===== config.mk =====
export PLATFORM = sky130hd
export DESIGN_NAME = dco_output_control
export DESIGN_NICKNAME = d
export VERILOG_FILES = /design/src/dco_pkg.sv /design/src/dco_output_control.sv
export SDC_FILE = /design/constraint.sdc
export NUM_CORES = 1
export LEC_CHECK = 0
export BUFFER_PORTS_ARGS = -buffer_cell sky130_fd_sc_hd__buf_2
export CORE_ASPECT_RATIO = 0.7
export CORE_MARGIN = 4
export CORE_UTILIZATION = 40
export DETAILED_ROUTE_END_ITERATION = 10
export GPL_TIMING_DRIVEN = 0
export SETUP_SLACK_MARGIN = 0.3
export SYNTH_ARGS = -nofsm -noshare
export SYNTH_HDL_FRONTEND = slang
export SYNTH_SLANG_ARGS = --single-unit
export TNS_END_PERCENT = 20

===== constraint.sdc =====
create_clock -name i_clock -period 3.2 [get_ports i_clock]
set_input_delay 0.64 -clock i_clock [delete_from_list [all_inputs] [get_ports i_clock]]
set_output_delay 0.64 -clock i_clock [all_outputs]
set_load 0.1 [all_outputs]

===== src/dco_pkg.sv =====
// Package for the differential clock output control block.
// Assumes a single 200 MHz system clock and an Avalon-MM register master.
// Notes on behaviour
// - Power-down accepted after two stable complement edges
// - Stop accepted after two stable complement edges
// - Power-down floats both complement and true
// - Stop floats complement, drives true at 6x
// - Polarity strap inverts power-down and stop sense
// - Stop acts only on pairs whose stop-response bit is set
// - Enable changes take effect within 2-6 periods
// - Pins driven within 300 us of wake
// - Valid toggling within 1 ms of wake
// - Per-pair stop-response bit, default free running
package dco_pkg;
	localparam int NUM_PAIRS = 8;
	// Register byte offsets
	localparam logic [3:0] REG_OE_OFS = 4'h0;
	localparam logic [3:0] REG_STOPCFG_OFS = 4'h4;
	localparam logic [3:0] REG_STATUS_OFS = 4'h8;
	// Values after reset
	localparam logic [7:0] OE_RESET = 8'hff;
	localparam logic [7:0] STOPCFG_RESET = 8'h00;
	// Status field positions
	localparam int ST_PD_BIT = 8;
	localparam int ST_STOP_BIT = 9;
	localparam int ST_STATE_LSB = 10;
	localparam int ST_POL_BIT = 12;
	// Debounced vector layout: [7:0] enables, then power-down, stop
	localparam int REC_PD = 8;
	localparam int REC_STOP = 9;
	// Timing
	localparam int CLOCK_MHZ = 200;
	localparam int WAKE_DRIVE_US = 300;
	localparam int WAKE_TOGGLE_MS = 1;
	localparam int WAKE_DRIVE_CYC = WAKE_DRIVE_US * CLOCK_MHZ;
	localparam int WAKE_TOGGLE_CYC = WAKE_TOGGLE_MS * 1000 * CLOCK_MHZ;
	localparam int WAKE_CNT_W = 18;
	typedef enum logic [1:0]
	{
		ST_RUN = 2'b00,
		ST_SLEEP = 2'b01,
		ST_WAKE = 2'b10,
		ST_DRIVE = 2'b11
	} dco_state_t;
endpackage


===== src/dco_output_control.sv =====
// Output control for an eight-pair differential clock fan-out.
// Assumes pins are asynchronous and the reference clock is well below half the system clock.
//
// Added by the designer: the Avalon-MM slave port and the register addresses.
`timescale 1ns/1ps
module dco_output_control
	import dco_pkg::*;
#(
	parameter int unsigned P_DRIVE_CYC = WAKE_DRIVE_CYC,
	parameter int unsigned P_TOGGLE_CYC = WAKE_TOGGLE_CYC
)
(
	input wire logic i_clock,
	input wire logic i_rst_n,
	input wire logic i_reference_clock_input,
	input wire logic i_power_down,
	input wire logic i_output_stop_input,
	input wire logic i_control_polarity_select,
	input wire logic [7:0] i_output_enable,
	input wire logic [3:0] i_avs_address,
	input wire logic i_avs_read,
	input wire logic i_avs_write,
	input wire logic [31:0] i_avs_writedata,
	input wire logic [3:0] i_avs_byteenable,
	output logic [31:0] o_avs_readdata,
	output logic o_avs_waitrequest,
	output logic [7:0] o_clock_out_true,
	output logic [7:0] o_clock_out_true_oe_n,
	output logic [7:0] o_clock_out_complement,
	output logic [7:0] o_clock_out_complement_oe_n,
	output logic [7:0] o_park_x6
);
	logic [11:0] sync_a;
	logic [11:0] sync_b;
	logic pol;
	logic ref_d;
	logic [9:0] s1;
	logic [9:0] s2;
	logic [9:0] rec;
	dco_state_t st;
	dco_state_t next_st;
	logic [WAKE_CNT_W-1:0] wcnt;
	logic [7:0] run_q;
	logic [7:0] park_q;
	logic [7:0] hold_q;
	logic [7:0] oe_reg;
	logic [7:0] stop_cfg;
	logic ack;

	// Pin synchronisers; first stage feeds only the second
	always_ff @(posedge i_clock)
	begin
		sync_a <= {i_control_polarity_select, i_output_enable, i_output_stop_input,
			i_power_down, i_reference_clock_input};
		sync_b <= sync_a;
	end

	wire ref_s = sync_b[0];
	wire pd_pin = sync_b[1];
	wire stop_pin = sync_b[2];
	wire [7:0] oe_pin = sync_b[10:3];
	wire pol_pin = sync_b[11];
	// Complement rising edge is the true falling edge: the cycle boundary
	wire bnd = ref_d & ~ref_s;

	// Strap is caught while reset is held, then frozen
	always_ff @(posedge i_clock)
	begin
		if (!i_rst_n)
			pol <= pol_pin;
	end

	wire pd_act = pol ? pd_pin : ~pd_pin;
	wire stop_act = pol ? stop_pin : ~stop_pin;
	wire [7:0] oe_act = pol ? ~oe_pin : oe_pin;
	wire [9:0] samp = {stop_act, pd_act, oe_act};

	wire [9:0] next_rec = (s1 & s2) | (rec & (s1 | s2));

	// Sample controls on each boundary; a level is taken once two samples agree
	always_ff @(posedge i_clock)
	begin
		if (!i_rst_n)
		begin
			ref_d <= 1'b0;
			s1 <= 10'h000;
			s2 <= 10'h000;
			rec <= 10'h000;
		end
		else
		begin
			ref_d <= ref_s;
			if (bnd)
			begin
				s1 <= samp;
				s2 <= s1;
				rec <= next_rec;
			end
		end
	end

	wire pd_on = rec[REC_PD];
	wire stop_on = rec[REC_STOP];
	// debounced pin enables gated by the mask
	wire [7:0] en = rec[7:0] & oe_reg;
	wire drive_due = wcnt == WAKE_CNT_W'(P_DRIVE_CYC - 1);
	wire toggle_due = wcnt == WAKE_CNT_W'(P_TOGGLE_CYC - 1);

	// Power state: sleep, count toward drive, then toward toggling
	always_comb
	begin
		next_st = st;
		unique case (st)
			ST_RUN: if (pd_on) next_st = ST_SLEEP;
			ST_SLEEP: if (!pd_on) next_st = ST_WAKE;
			ST_WAKE:
			begin
				if (pd_on)
					next_st = ST_SLEEP;
				else if (drive_due)
					next_st = ST_DRIVE;
			end
			ST_DRIVE:
			begin
				if (pd_on)
					next_st = ST_SLEEP;
				else if (toggle_due)
					next_st = ST_RUN;
			end
		endcase
	end

	// Wake counter runs from power-down release until toggling starts
	always_ff @(posedge i_clock)
	begin
		if (!i_rst_n)
		begin
			st <= ST_RUN;
			wcnt <= '0;
		end
		else
		begin
			st <= next_st;
			wcnt <= (st == ST_WAKE || st == ST_DRIVE) ? wcnt + 1'b1 : '0;
		end
	end

	wire [7:0] stopped = stop_on ? stop_cfg : 8'h00;
	wire is_run = st == ST_RUN;
	wire [7:0] next_run = is_run ? en & ~stopped : 8'h00;
	wire [7:0] next_park = is_run ? en & stopped : 8'h00;
	// only DRIVE holds pins static; sleep floats all
	wire [7:0] next_hold = (st == ST_DRIVE) ? en : 8'h00;

	// pair modes update at boundaries only, while the true phase is low
	always_ff @(posedge i_clock)
	begin
		if (!i_rst_n)
		begin
			run_q <= 8'h00;
			park_q <= 8'h00;
			hold_q <= 8'h00;
		end
		else if (bnd)
		begin
			run_q <= next_run;
			park_q <= next_park;
			hold_q <= next_hold;
		end
	end

	// pins take the new mode on the boundary edge itself, so the complement
	// half that starts there is never cut into a runt
	wire [7:0] run_now = bnd ? next_run : run_q;
	wire [7:0] park_now = bnd ? next_park : park_q;
	wire [7:0] hold_now = bnd ? next_hold : hold_q;

	// Registered pins; a one-cycle lag keeps them free of decode glitches
	always_ff @(posedge i_clock)
	begin
		if (!i_rst_n)
		begin
			o_clock_out_true <= 8'h00;
			o_clock_out_true_oe_n <= 8'hff;
			o_clock_out_complement <= 8'h00;
			o_clock_out_complement_oe_n <= 8'hff;
			o_park_x6 <= 8'h00;
		end
		else
		begin
			o_clock_out_true <= (run_now & {8{ref_s}}) | park_now;
			o_clock_out_true_oe_n <= ~(run_now | park_now | hold_now);
			o_clock_out_complement <= (run_now & {8{~ref_s}}) | hold_now;
			o_clock_out_complement_oe_n <= ~(run_now | hold_now);
			o_park_x6 <= park_now;
		end
	end

	// Avalon slave: one wait cycle, answer at the second edge
	wire req = i_avs_read | i_avs_write;
	wire wr_go = i_avs_write & ack & i_avs_byteenable[0];
	wire [31:0] status = {19'h0_0000, pol, st, stop_on, pd_on, run_q};
	wire [31:0] rd_mux = (i_avs_address == REG_OE_OFS) ? {24'h00_0000, oe_reg} :
		(i_avs_address == REG_STOPCFG_OFS) ? {24'h00_0000, stop_cfg} :
		(i_avs_address == REG_STATUS_OFS) ? status : 32'h0000_0000;
	assign o_avs_waitrequest = req & ~ack;

	// Registers and handshake; unmapped writes are dropped
	always_ff @(posedge i_clock)
	begin
		if (!i_rst_n)
		begin
			ack <= 1'b0;
			oe_reg <= OE_RESET;
			stop_cfg <= STOPCFG_RESET;
			o_avs_readdata <= 32'h0000_0000;
		end
		else
		begin
			ack <= req & ~ack;
			if (i_avs_read & ~ack)
				o_avs_readdata <= rd_mux;
			if (wr_go && i_avs_address == REG_OE_OFS)
				oe_reg <= i_avs_writedata[7:0];
			if (wr_go && i_avs_address == REG_STOPCFG_OFS)
				stop_cfg <= i_avs_writedata[7:0];
		end
	end
endmodule


* Word-level counts from Yosys, hierarchy flattened
Index checks and enable logic that the tools add are counted.
** Word-level totals
- Register bits after elaboration :: 181
- Input port bits :: 56
- Output and inout bits :: 73
- Logic and storage cells :: 87
** Operators by class
- $add $sub $neg :: 1
- Equal/unequal tests :: 11
- Mux-type cells :: 20
- Bitwise gates (word level) :: 28
- Reduce and logical (&&, ||, !) cells :: 7
** Operators with widths (number)
- 8-bit 2-to-1 mux :: 8
- 8-bit bitwise AND :: 5
- 8-bit bitwise OR :: 5
- 13-bit 2-to-1 mux :: 3
- 8-bit NOT :: 4
- 10-bit bitwise AND :: 2
- 10-bit bitwise OR :: 2
- 18-bit by 1-bit adder with 18-bit output (second input constant) :: 1
- 18-bit by 16-bit equality test with 1-bit output (second input constant) :: 1
- 18-bit equality test (second input constant) :: 1
- 2-bit 2-to-1 mux :: 6
- 2-bit one-hot mux with 4 select lines :: 1
- 3-bit != test (second input constant) :: 2
- 1-bit bitwise AND :: 5
- 2-bit equality test (second input constant) :: 2
- 4-bit by 3-bit equality test with 1-bit output (second input constant) :: 1
- 4-bit equality test (second input constant) :: 1
- 4-bit logical NOT :: 1
- 2-bit != test (second input constant) :: 2
- 1-bit NOT :: 4
- 4-bit AND reduction :: 1
- 2-bit by 1-bit equality test with 1-bit output (second input constant) :: 1
- 1-bit logical AND :: 2
- 2-bit logical NOT :: 1
- 4 further kinds :: 5

* Logic depth before layout (Yosys ltp)
Gate-level depths: netlist of the first run.
- Depth in word-level cells :: 8
- Depth in mapped cells :: 6
- Depth with buffers taken out :: 5

* Worst setup path before layout of the first run
Ideal clock, no wire load.
- Kind :: input to output
- Start :: in i_avs_write
- End :: out o_avs_waitrequest
- Arrival :: 1.936 ns
- Required time :: 2.560 ns
- Path slack :: 0.624 ns
- Cell stages on the path :: 2
- Buffers on the path :: 0
- Cell sequence :: nor2_1 nor2_1
** On the way
- Longest elaborated chain between the ends :: 2
** RTL lines
- start, declared :: RTL line dco_output_control.sv:22 : input wire logic i_avs_write,
- 1-bit bitwise OR :: RTL line dco_output_control.sv:200 : wire req = i_avs_read | i_avs_write;
- 1-bit bitwise AND :: RTL line dco_output_control.sv:206 : assign o_avs_waitrequest = req & ~ack;
- end, declared :: RTL line dco_output_control.sv:26 : output logic o_avs_waitrequest,
Every way passes these cells.

* Final worst setup path of the first run
- Start :: reg sync_b[0]
- End :: reg o_clock_out_true[5]
** On the way
- Longest elaborated chain between the ends :: 5
- Elaborated cells on any way between the ends :: 6
- Classes of those cells :: mux (2); bitwise (4)
** RTL lines
- start, declared :: RTL line dco_output_control.sv:34 : logic [11:0] sync_b;
- start signal, assigned :: RTL line dco_output_control.sv:55 : sync_b <= sync_a;
- 1-bit NOT :: RTL line dco_output_control.sv:64 : wire bnd = ref_d & ~ref_s;
- 1-bit bitwise AND :: RTL line dco_output_control.sv:64
- 8-bit 2-to-1 mux
- 8-bit bitwise AND :: RTL line dco_output_control.sv:191 : o_clock_out_true <= (run_now & {8{ref_s}}) | park_now;
- 8-bit bitwise OR * :: RTL line dco_output_control.sv:191
- end signal, assigned :: RTL line dco_output_control.sv:191
- end, declared :: RTL line dco_output_control.sv:27 : output logic [7:0] o_clock_out_true,
Every way passes the cells marked *; elsewhere a longest branch is shown, timed or not.
A chain may end at the register's enable or synchronous reset.

==> results.md, run 1 <==
- Min-delay src: i_output_enable[0]
- Max_cap viols: 0
- Power per cell area: 611.8 mW/mm²
- Setup WS post-layout: 0.9359 ns
- Placed instance count: 898
- Mapped Avg Cell Area: 9.719 µm²
- Met3 WL: 933 µm
- Leakage: 0.003035 µW
- Clock Pin Slew Worst Setup and Hold Paths: 0.06 ns
- Top sig layer: met4
- Boundary pin count: 129
- Chip Width: 153.3 µm
- Crit path max fanout: 9
- Mapped Area: 0.005909 mm²
- Commonest non-fill, non-tap cells in the layout: dfxtp_1, buf_2, nand2_1, nor2_1, a21oi_1
- Routability Congestion: 0.8585
- TritonCTS clock tree: built
- Worst ir drop on vdd: 0.0003963 V
- CP max-delay cell: nor2_1
- Clock Skew: 0.01264 ns
- Post-CTS Resized: 0
- Count of antenna-violating nets left after detailed routing: 0
- Worst flop-to-flop path endpoint: o_clock_out_true[5]
- Global-route wire length before repair: 23,860 µm
- Final setup viols: 0
- Post-layout min period: 2.264 ns
- Crit path arrival time: 2.62 ns
- ANT cells: 0
- Post-detail-place hpwl: 10,770 µm
- Syn-to-layout area delta: 22.36%
- Final Hold Viols: 0
- Hold endpoint: sync_a[3]
- Synth unique cells: 51
- DRT iter0 DRCs: 391
- Max stage delay on crit path: 1.03 ns
- Register bit count reported by yosys: 162
- DR WL/cell: 16.23 µm
- Cells after synthesis: 608
- Dominant cell type by area after synthesis: dfxtp_1
- Num CTS Buffers: 17
- Vias per cell: 5.051
- Die Height: 109.7 µm
- Most common cell after layout, fill and taps aside: dfxtp_1
- FMAX: 441.7 MHz
- Max clock buf depth: 2
- Die area: 0.01681 mm²
- Crit-path leading delay family: simple AND/OR/NAND/NOR gates
- Synth area leaders: dfxtp_1, nand2_1, nor2_1
- Non-filler cells, final: 929
- DR vias: 4,692
- Clock Root Buffer: clkbuf_16
- Crit path cell chain: clkinv_1 -> nor2_1 -> a21o_1
- Global route overflow: 0
- Worst reg2reg startpoint: sync_b[0]
- Synth top area share: 54.54%
- Final nets: 784
- CP Launch Type: register
- Kind of critical path: reg2reg
- Final max-slew violation count: 0
- Routed WL: 15,080 µm
- Total power: 4423 µW
- Top Registers: wcnt x18, o_avs_readdata x13
- IO Port Bufs: 82
- RSZ-0062 raised after global routing: false
- Share of flip-flops with an asynchronous set or reset: 0%
- WP data required: 3.55 ns
- R2R depth: 3
- Status: finished clean
- Pre-antenna DRT Iters: 5
- CP endpoint kind: register
- Sequential share of the synthesized area: 55.05%
- Remaining DRCs: 0
- Post-CTS repair timing setup buffer count: 0
- Placement Setup Slack: 0.8110 ns
- Reg2Reg Setup Slack: 0.94 ns
- Predominant post-synthesis flop cell: dfxtp_1
- Cell Rows: 36
- Metal2 WL: 6453 µm
- Largest net degree at the start of global routing: 17
- Synth warnings: 0
- Core Footprint: 0.01419 mm²
- Total GRT Usage: 17.93%
- Hold depth: 1
- EDFF count, synth: 1
- Total clock sinks: 162
- Tightest Pin Transition: 1.174 ns
- Vias in the first global route: 4,661
- Post-CTS Hold Fix Bufs: 0
- Sum Neg Setup Slack: 0 ns
- Filler cells: 1,330
- Fin crit share: 70.75%
- Met1 wire length: 7524 µm
- Slew headroom: 21.47%
- WP buf/inv: 1
- Htree depth: 4
- Number of flip-flops in the largest register: 18
- HP Class: in2reg
- Worst-skew pair later-pin latency: 0.42 ns
- Initial Util: 41.65%
- Initial antenna violation count: 0
- Reg with most FFs: wcnt
- Share of cells above drive strength 1: 22.06%
[cell usage after synthesis, types with 9 or more instances]
| cell | n |
|---|---|
| dfxtp_1 | 161 |
| nand2b_1 | 11 |
| a21oi_1 | 40 |
| buf_4 | 20 |
| buf_2 | 13 |
| xor2_1 | 10 |
| nand3_1 | 14 |
| nand4_1 | 13 |
| a211oi_1 | 9 |
| a32oi_1 | 10 |
| nand2_1 | 74 |
| xnor2_1 | 12 |
| nor3_1 | 10 |
| clkbuf_1 | 12 |
| nor2_1 | 62 |
| mux2i_1 | 16 |
| a21o_1 | 26 |
| o21ai_0 | 12 |
[kinds of logic after synthesis]
kind of cell,synth area share [%]
AND/OR/NAND/NOR,18.00
flip-flops,55.05
AO/OA/AOI/OAI,15.03
buffers and inverters,5.674
XOR/XNOR,3.261
multiplexers,2.710
adder cells (fa/ha/maj),0.2117
other,0.06346
[metal layers]
layer	vias up	global-route usage, %
li1	2308	-
met1	2212	25.99
met2	155	26.79
met3	17	3.698
met4	0	5.912
met5	-	0
[worst max path at each step]
| stage | startpoint | end | cells after the start |
|---|---|---|---|
| global placement | i_rst_n | pol | 4 |
| global route | sync_b[0] | o_clock_out_true[4] | 3 |
| detailed placement | i_rst_n | pol | 4 |
| finish | sync_b[0] | o_clock_out_true[5] | 3 |
| floorplan | i_avs_write | o_avs_waitrequest | 2 |
| CTS | sync_b[0] | o_clock_out_true[5] | 3 |
[power by group]
part | internal (µW) | switching, µW
clock network | 1240 | 841
registers | 2050 | 16.9
logic | 64.2 | 217
total | 3350 | 1070
[metrics by stage]
stage | util (%) | area [µm²] | hold WS (ns)
final | 50.96 | 7231 | 0.3223
after global placement | 46.69 | 6625 | 0.3120
after detailed placement | 46.69 | 6625 | 0.3121
after floorplan | - | 5977 | 0.3096
after CTS | 50.96 | 7231 | 0.3105
after global routing | 50.96 | 7231 | 0.3097
[layout make-up]
cell class | instances | area, µm² | share of cell area, %
plain buffers | 52 | 316.6 | 4.378
clock buffers | 17 | 425.4 | 5.883
clock inverters | 14 | 180.2 | 2.492
inverters | 5 | 18.77 | 0.2596
multi-input cells | 407 | 2389 | 33.03
flip-flops and latches | 162 | 3253 | 44.99
well taps | 190 | 237.7 | 3.288
repair buffers | 82 | 410.4 | 5.676
[worst reg2reg max path, cell delays in order, from the launching register on]
cell and delay, ns:
dfxtp_1 0.49, clkinv_1 0.44, nor2_1 1.03, a21o_1 0.25
No activity file was read; power rests on OpenSTA's default activity.
==> inputs of run 2 (changes only) <==
==> constraint.sdc (replaced) <==
create_clock -name i_clock -period 2.3 [get_ports i_clock]
set_input_delay 0.46 -clock i_clock [delete_from_list [all_inputs] [get_ports i_clock]]
set_output_delay 0.46 -clock i_clock [all_outputs]
set_load 0.1 [all_outputs]
==> results.md, run 2 (synthesis results as in run 1) <==
- Clock Root Buffer: clkbuf_16
- Num CTS Buffers: 17 (unchanged)
- Status: finished clean
- Post-CTS Resized: 1 (+1)
- Placed instance count: 898 (unchanged)
- Fin crit share: 82.63% (+12 points)
- Htree depth: 4 (unchanged)
- Non-filler cells, final: 930 (+0.11%)
- Most common cell after layout, fill and taps aside: dfxtp_1
- RSZ-0062 raised after global routing: false
- Crit path arrival time: 2.21 ns (-0.41 ns)
- ANT cells: 0 (unchanged)
- Max clock buf depth: 2 (unchanged)
- Total GRT Usage: 17.93% (unchanged)
- Kind of critical path: reg2reg
- Filler cells: 1,353 (+1.7%)
- Final nets: 784 (unchanged)
- Post-layout min period: 1.900 ns (-0.3636 ns)
- Vias in the first global route: 4,503 (-3.4%)
- Crit path max fanout: 10 (+1)
- TritonCTS clock tree: built
- Commonest non-fill, non-tap cells in the layout: dfxtp_1, buf_2, nand2_1, nor2_1, a21oi_1
- Post-CTS Hold Fix Bufs: 0 (unchanged)
- DR vias: 4,682 (-0.21%)
- Pre-antenna DRT Iters: 5 (unchanged)
- Leakage: 0.003026 µW (-0.29%)
- WP data required: 2.61 ns (-0.94 ns)
- CP endpoint kind: register
- Power per cell area: 837.5 mW/mm² (+37%)
- Number of flip-flops in the largest register: 18 (unchanged)
- CP Launch Type: register
- Syn-to-layout area delta: 22.08%
- Post-detail-place hpwl: 10,860 µm (+0.86%)
- Final max-slew violation count: 0 (unchanged)
- Clock Pin Slew Worst Setup and Hold Paths: 0.07 ns (about the same)
- IO Port Bufs: 82 (unchanged)
- HP Class: in2reg
- Clock Skew: 0.006568 ns (-0.006071 ns)
- Reg with most FFs: wcnt
- Chip Width: 153.3 µm (unchanged)
- Vias per cell: 5.034 (-0.32%)
- Post-CTS repair timing setup buffer count: 0 (unchanged)
- Die Height: 109.7 µm (unchanged)
- Core Footprint: 0.01419 mm² (unchanged)
- DR WL/cell: 16.34 µm (+0.71%)
- Cell Rows: 36 (unchanged)
- Remaining DRCs: 0 (unchanged)
- Tightest Pin Transition: 0.7827 ns (-0.3909 ns)
- Final Hold Slack: 0.1305 ns (-0.1919 ns)
- Largest net degree at the start of global routing: 17 (unchanged)
- Final Hold Viols: 0 (unchanged)
- Global-route wire length before repair: 23,370 µm (-2.1%)
- Final setup viols: 0 (unchanged)
- Worst ir drop on vdd: 0.0004779 V (+21%)
- Initial antenna violation count: 0 (unchanged)
- Count of antenna-violating nets left after detailed routing: 0 (unchanged)
- Total clock sinks: 162 (unchanged)
- Slew headroom: 47.53% (+26 points)
- Routed WL: 15,200 µm (+0.82%)
- Routability Congestion: 0.8578 (about the same)
- Initial Util: 41.65% (unchanged)
- Die area: 0.01681 mm² (unchanged)
- FMAX: 526.2 MHz (+19%)
- Worst-skew pair later-pin latency: 0.43 ns (about the same)
- Share of cells above drive strength 1: 22.43% (+0.38 points)
- DRT iter0 DRCs: 373 (-4.6%)
- Global route overflow: 0 (unchanged)
- Top Registers: wcnt x18, o_avs_readdata x13
- Total power: 6042 µW (+37%)
- Max_cap viols: 0 (unchanged)
- Boundary pin count: 129 (unchanged)
- Sum Neg Setup Slack: 0 ns (unchanged)
[run 2: cell count changes in the layout (fill, tap and decap cells not counted), sizes merged]
cell,delta
bufinv,-2
inv,+4
clkbuf,+2
clkinv,-2
buf,-1
[run 2: path summary, 6_finish.rpt]
path	from	to	slack, ns	cells after the start
worst min register to register	sync_a[0]	sync_b[0]	0.32	0
worst max-delay path	st[0]	o_clock_out_true_oe_n[3]	0.40	5
worst max register to register	st[0]	o_clock_out_true_oe_n[3]	0.40	5
worst min-delay path	i_output_enable[6]	sync_a[9]	0.13	1
[run 2: area by class of cell]
class                   instances  area, µm²  area share (%)
multi-input cells             407       2394           33.18
clock buffers                  18      439.2           6.087
inverters                       5      18.77          0.2601
clock inverters                14      142.6           1.977
plain buffers                  52      319.1           4.422
well taps                     190      237.7           3.295
repair buffers                 82      410.4           5.689
flip-flops and latches        162       3253           45.09
[run 2: stage by stage]
stage                     setup slack [ns]  utilization (%)  instance area, µm²
final                               0.3995            50.85                7214
after global routing                0.3382            50.85                7214
after CTS                           0.4212            50.83                7212
after detailed placement           0.09587            46.71                6628
after global placement              0.1138            46.71                6628
after floorplan                     0.5579                -                5979
[run 2: critical path, cell delays in order, from the launching register on]
cell	delay [ns]
dfxtp_1	0.42
nor4b_4	0.68
buf_6	0.25
nand4_1	0.14
a21oi_2	0.22
nor3_1	0.06
[run 2: metal layers]
layer  vias to the layer above  track usage (%)  part of all wire (%)
met3                        15            4.721                   6.3
met2                       134            26.48                    42
met1                      2213            25.48                    50
met5                         -                0                     0
met4                         0            6.230                   1.2
li1                       2320                -                     -
[run 2: power by group]
part,internal (µW),total (µW),switching [µW]
combinational,90.1,394,304
clock,1550,2780,1220
sequential,2850,2870,23.5
total,4490,6040,1550
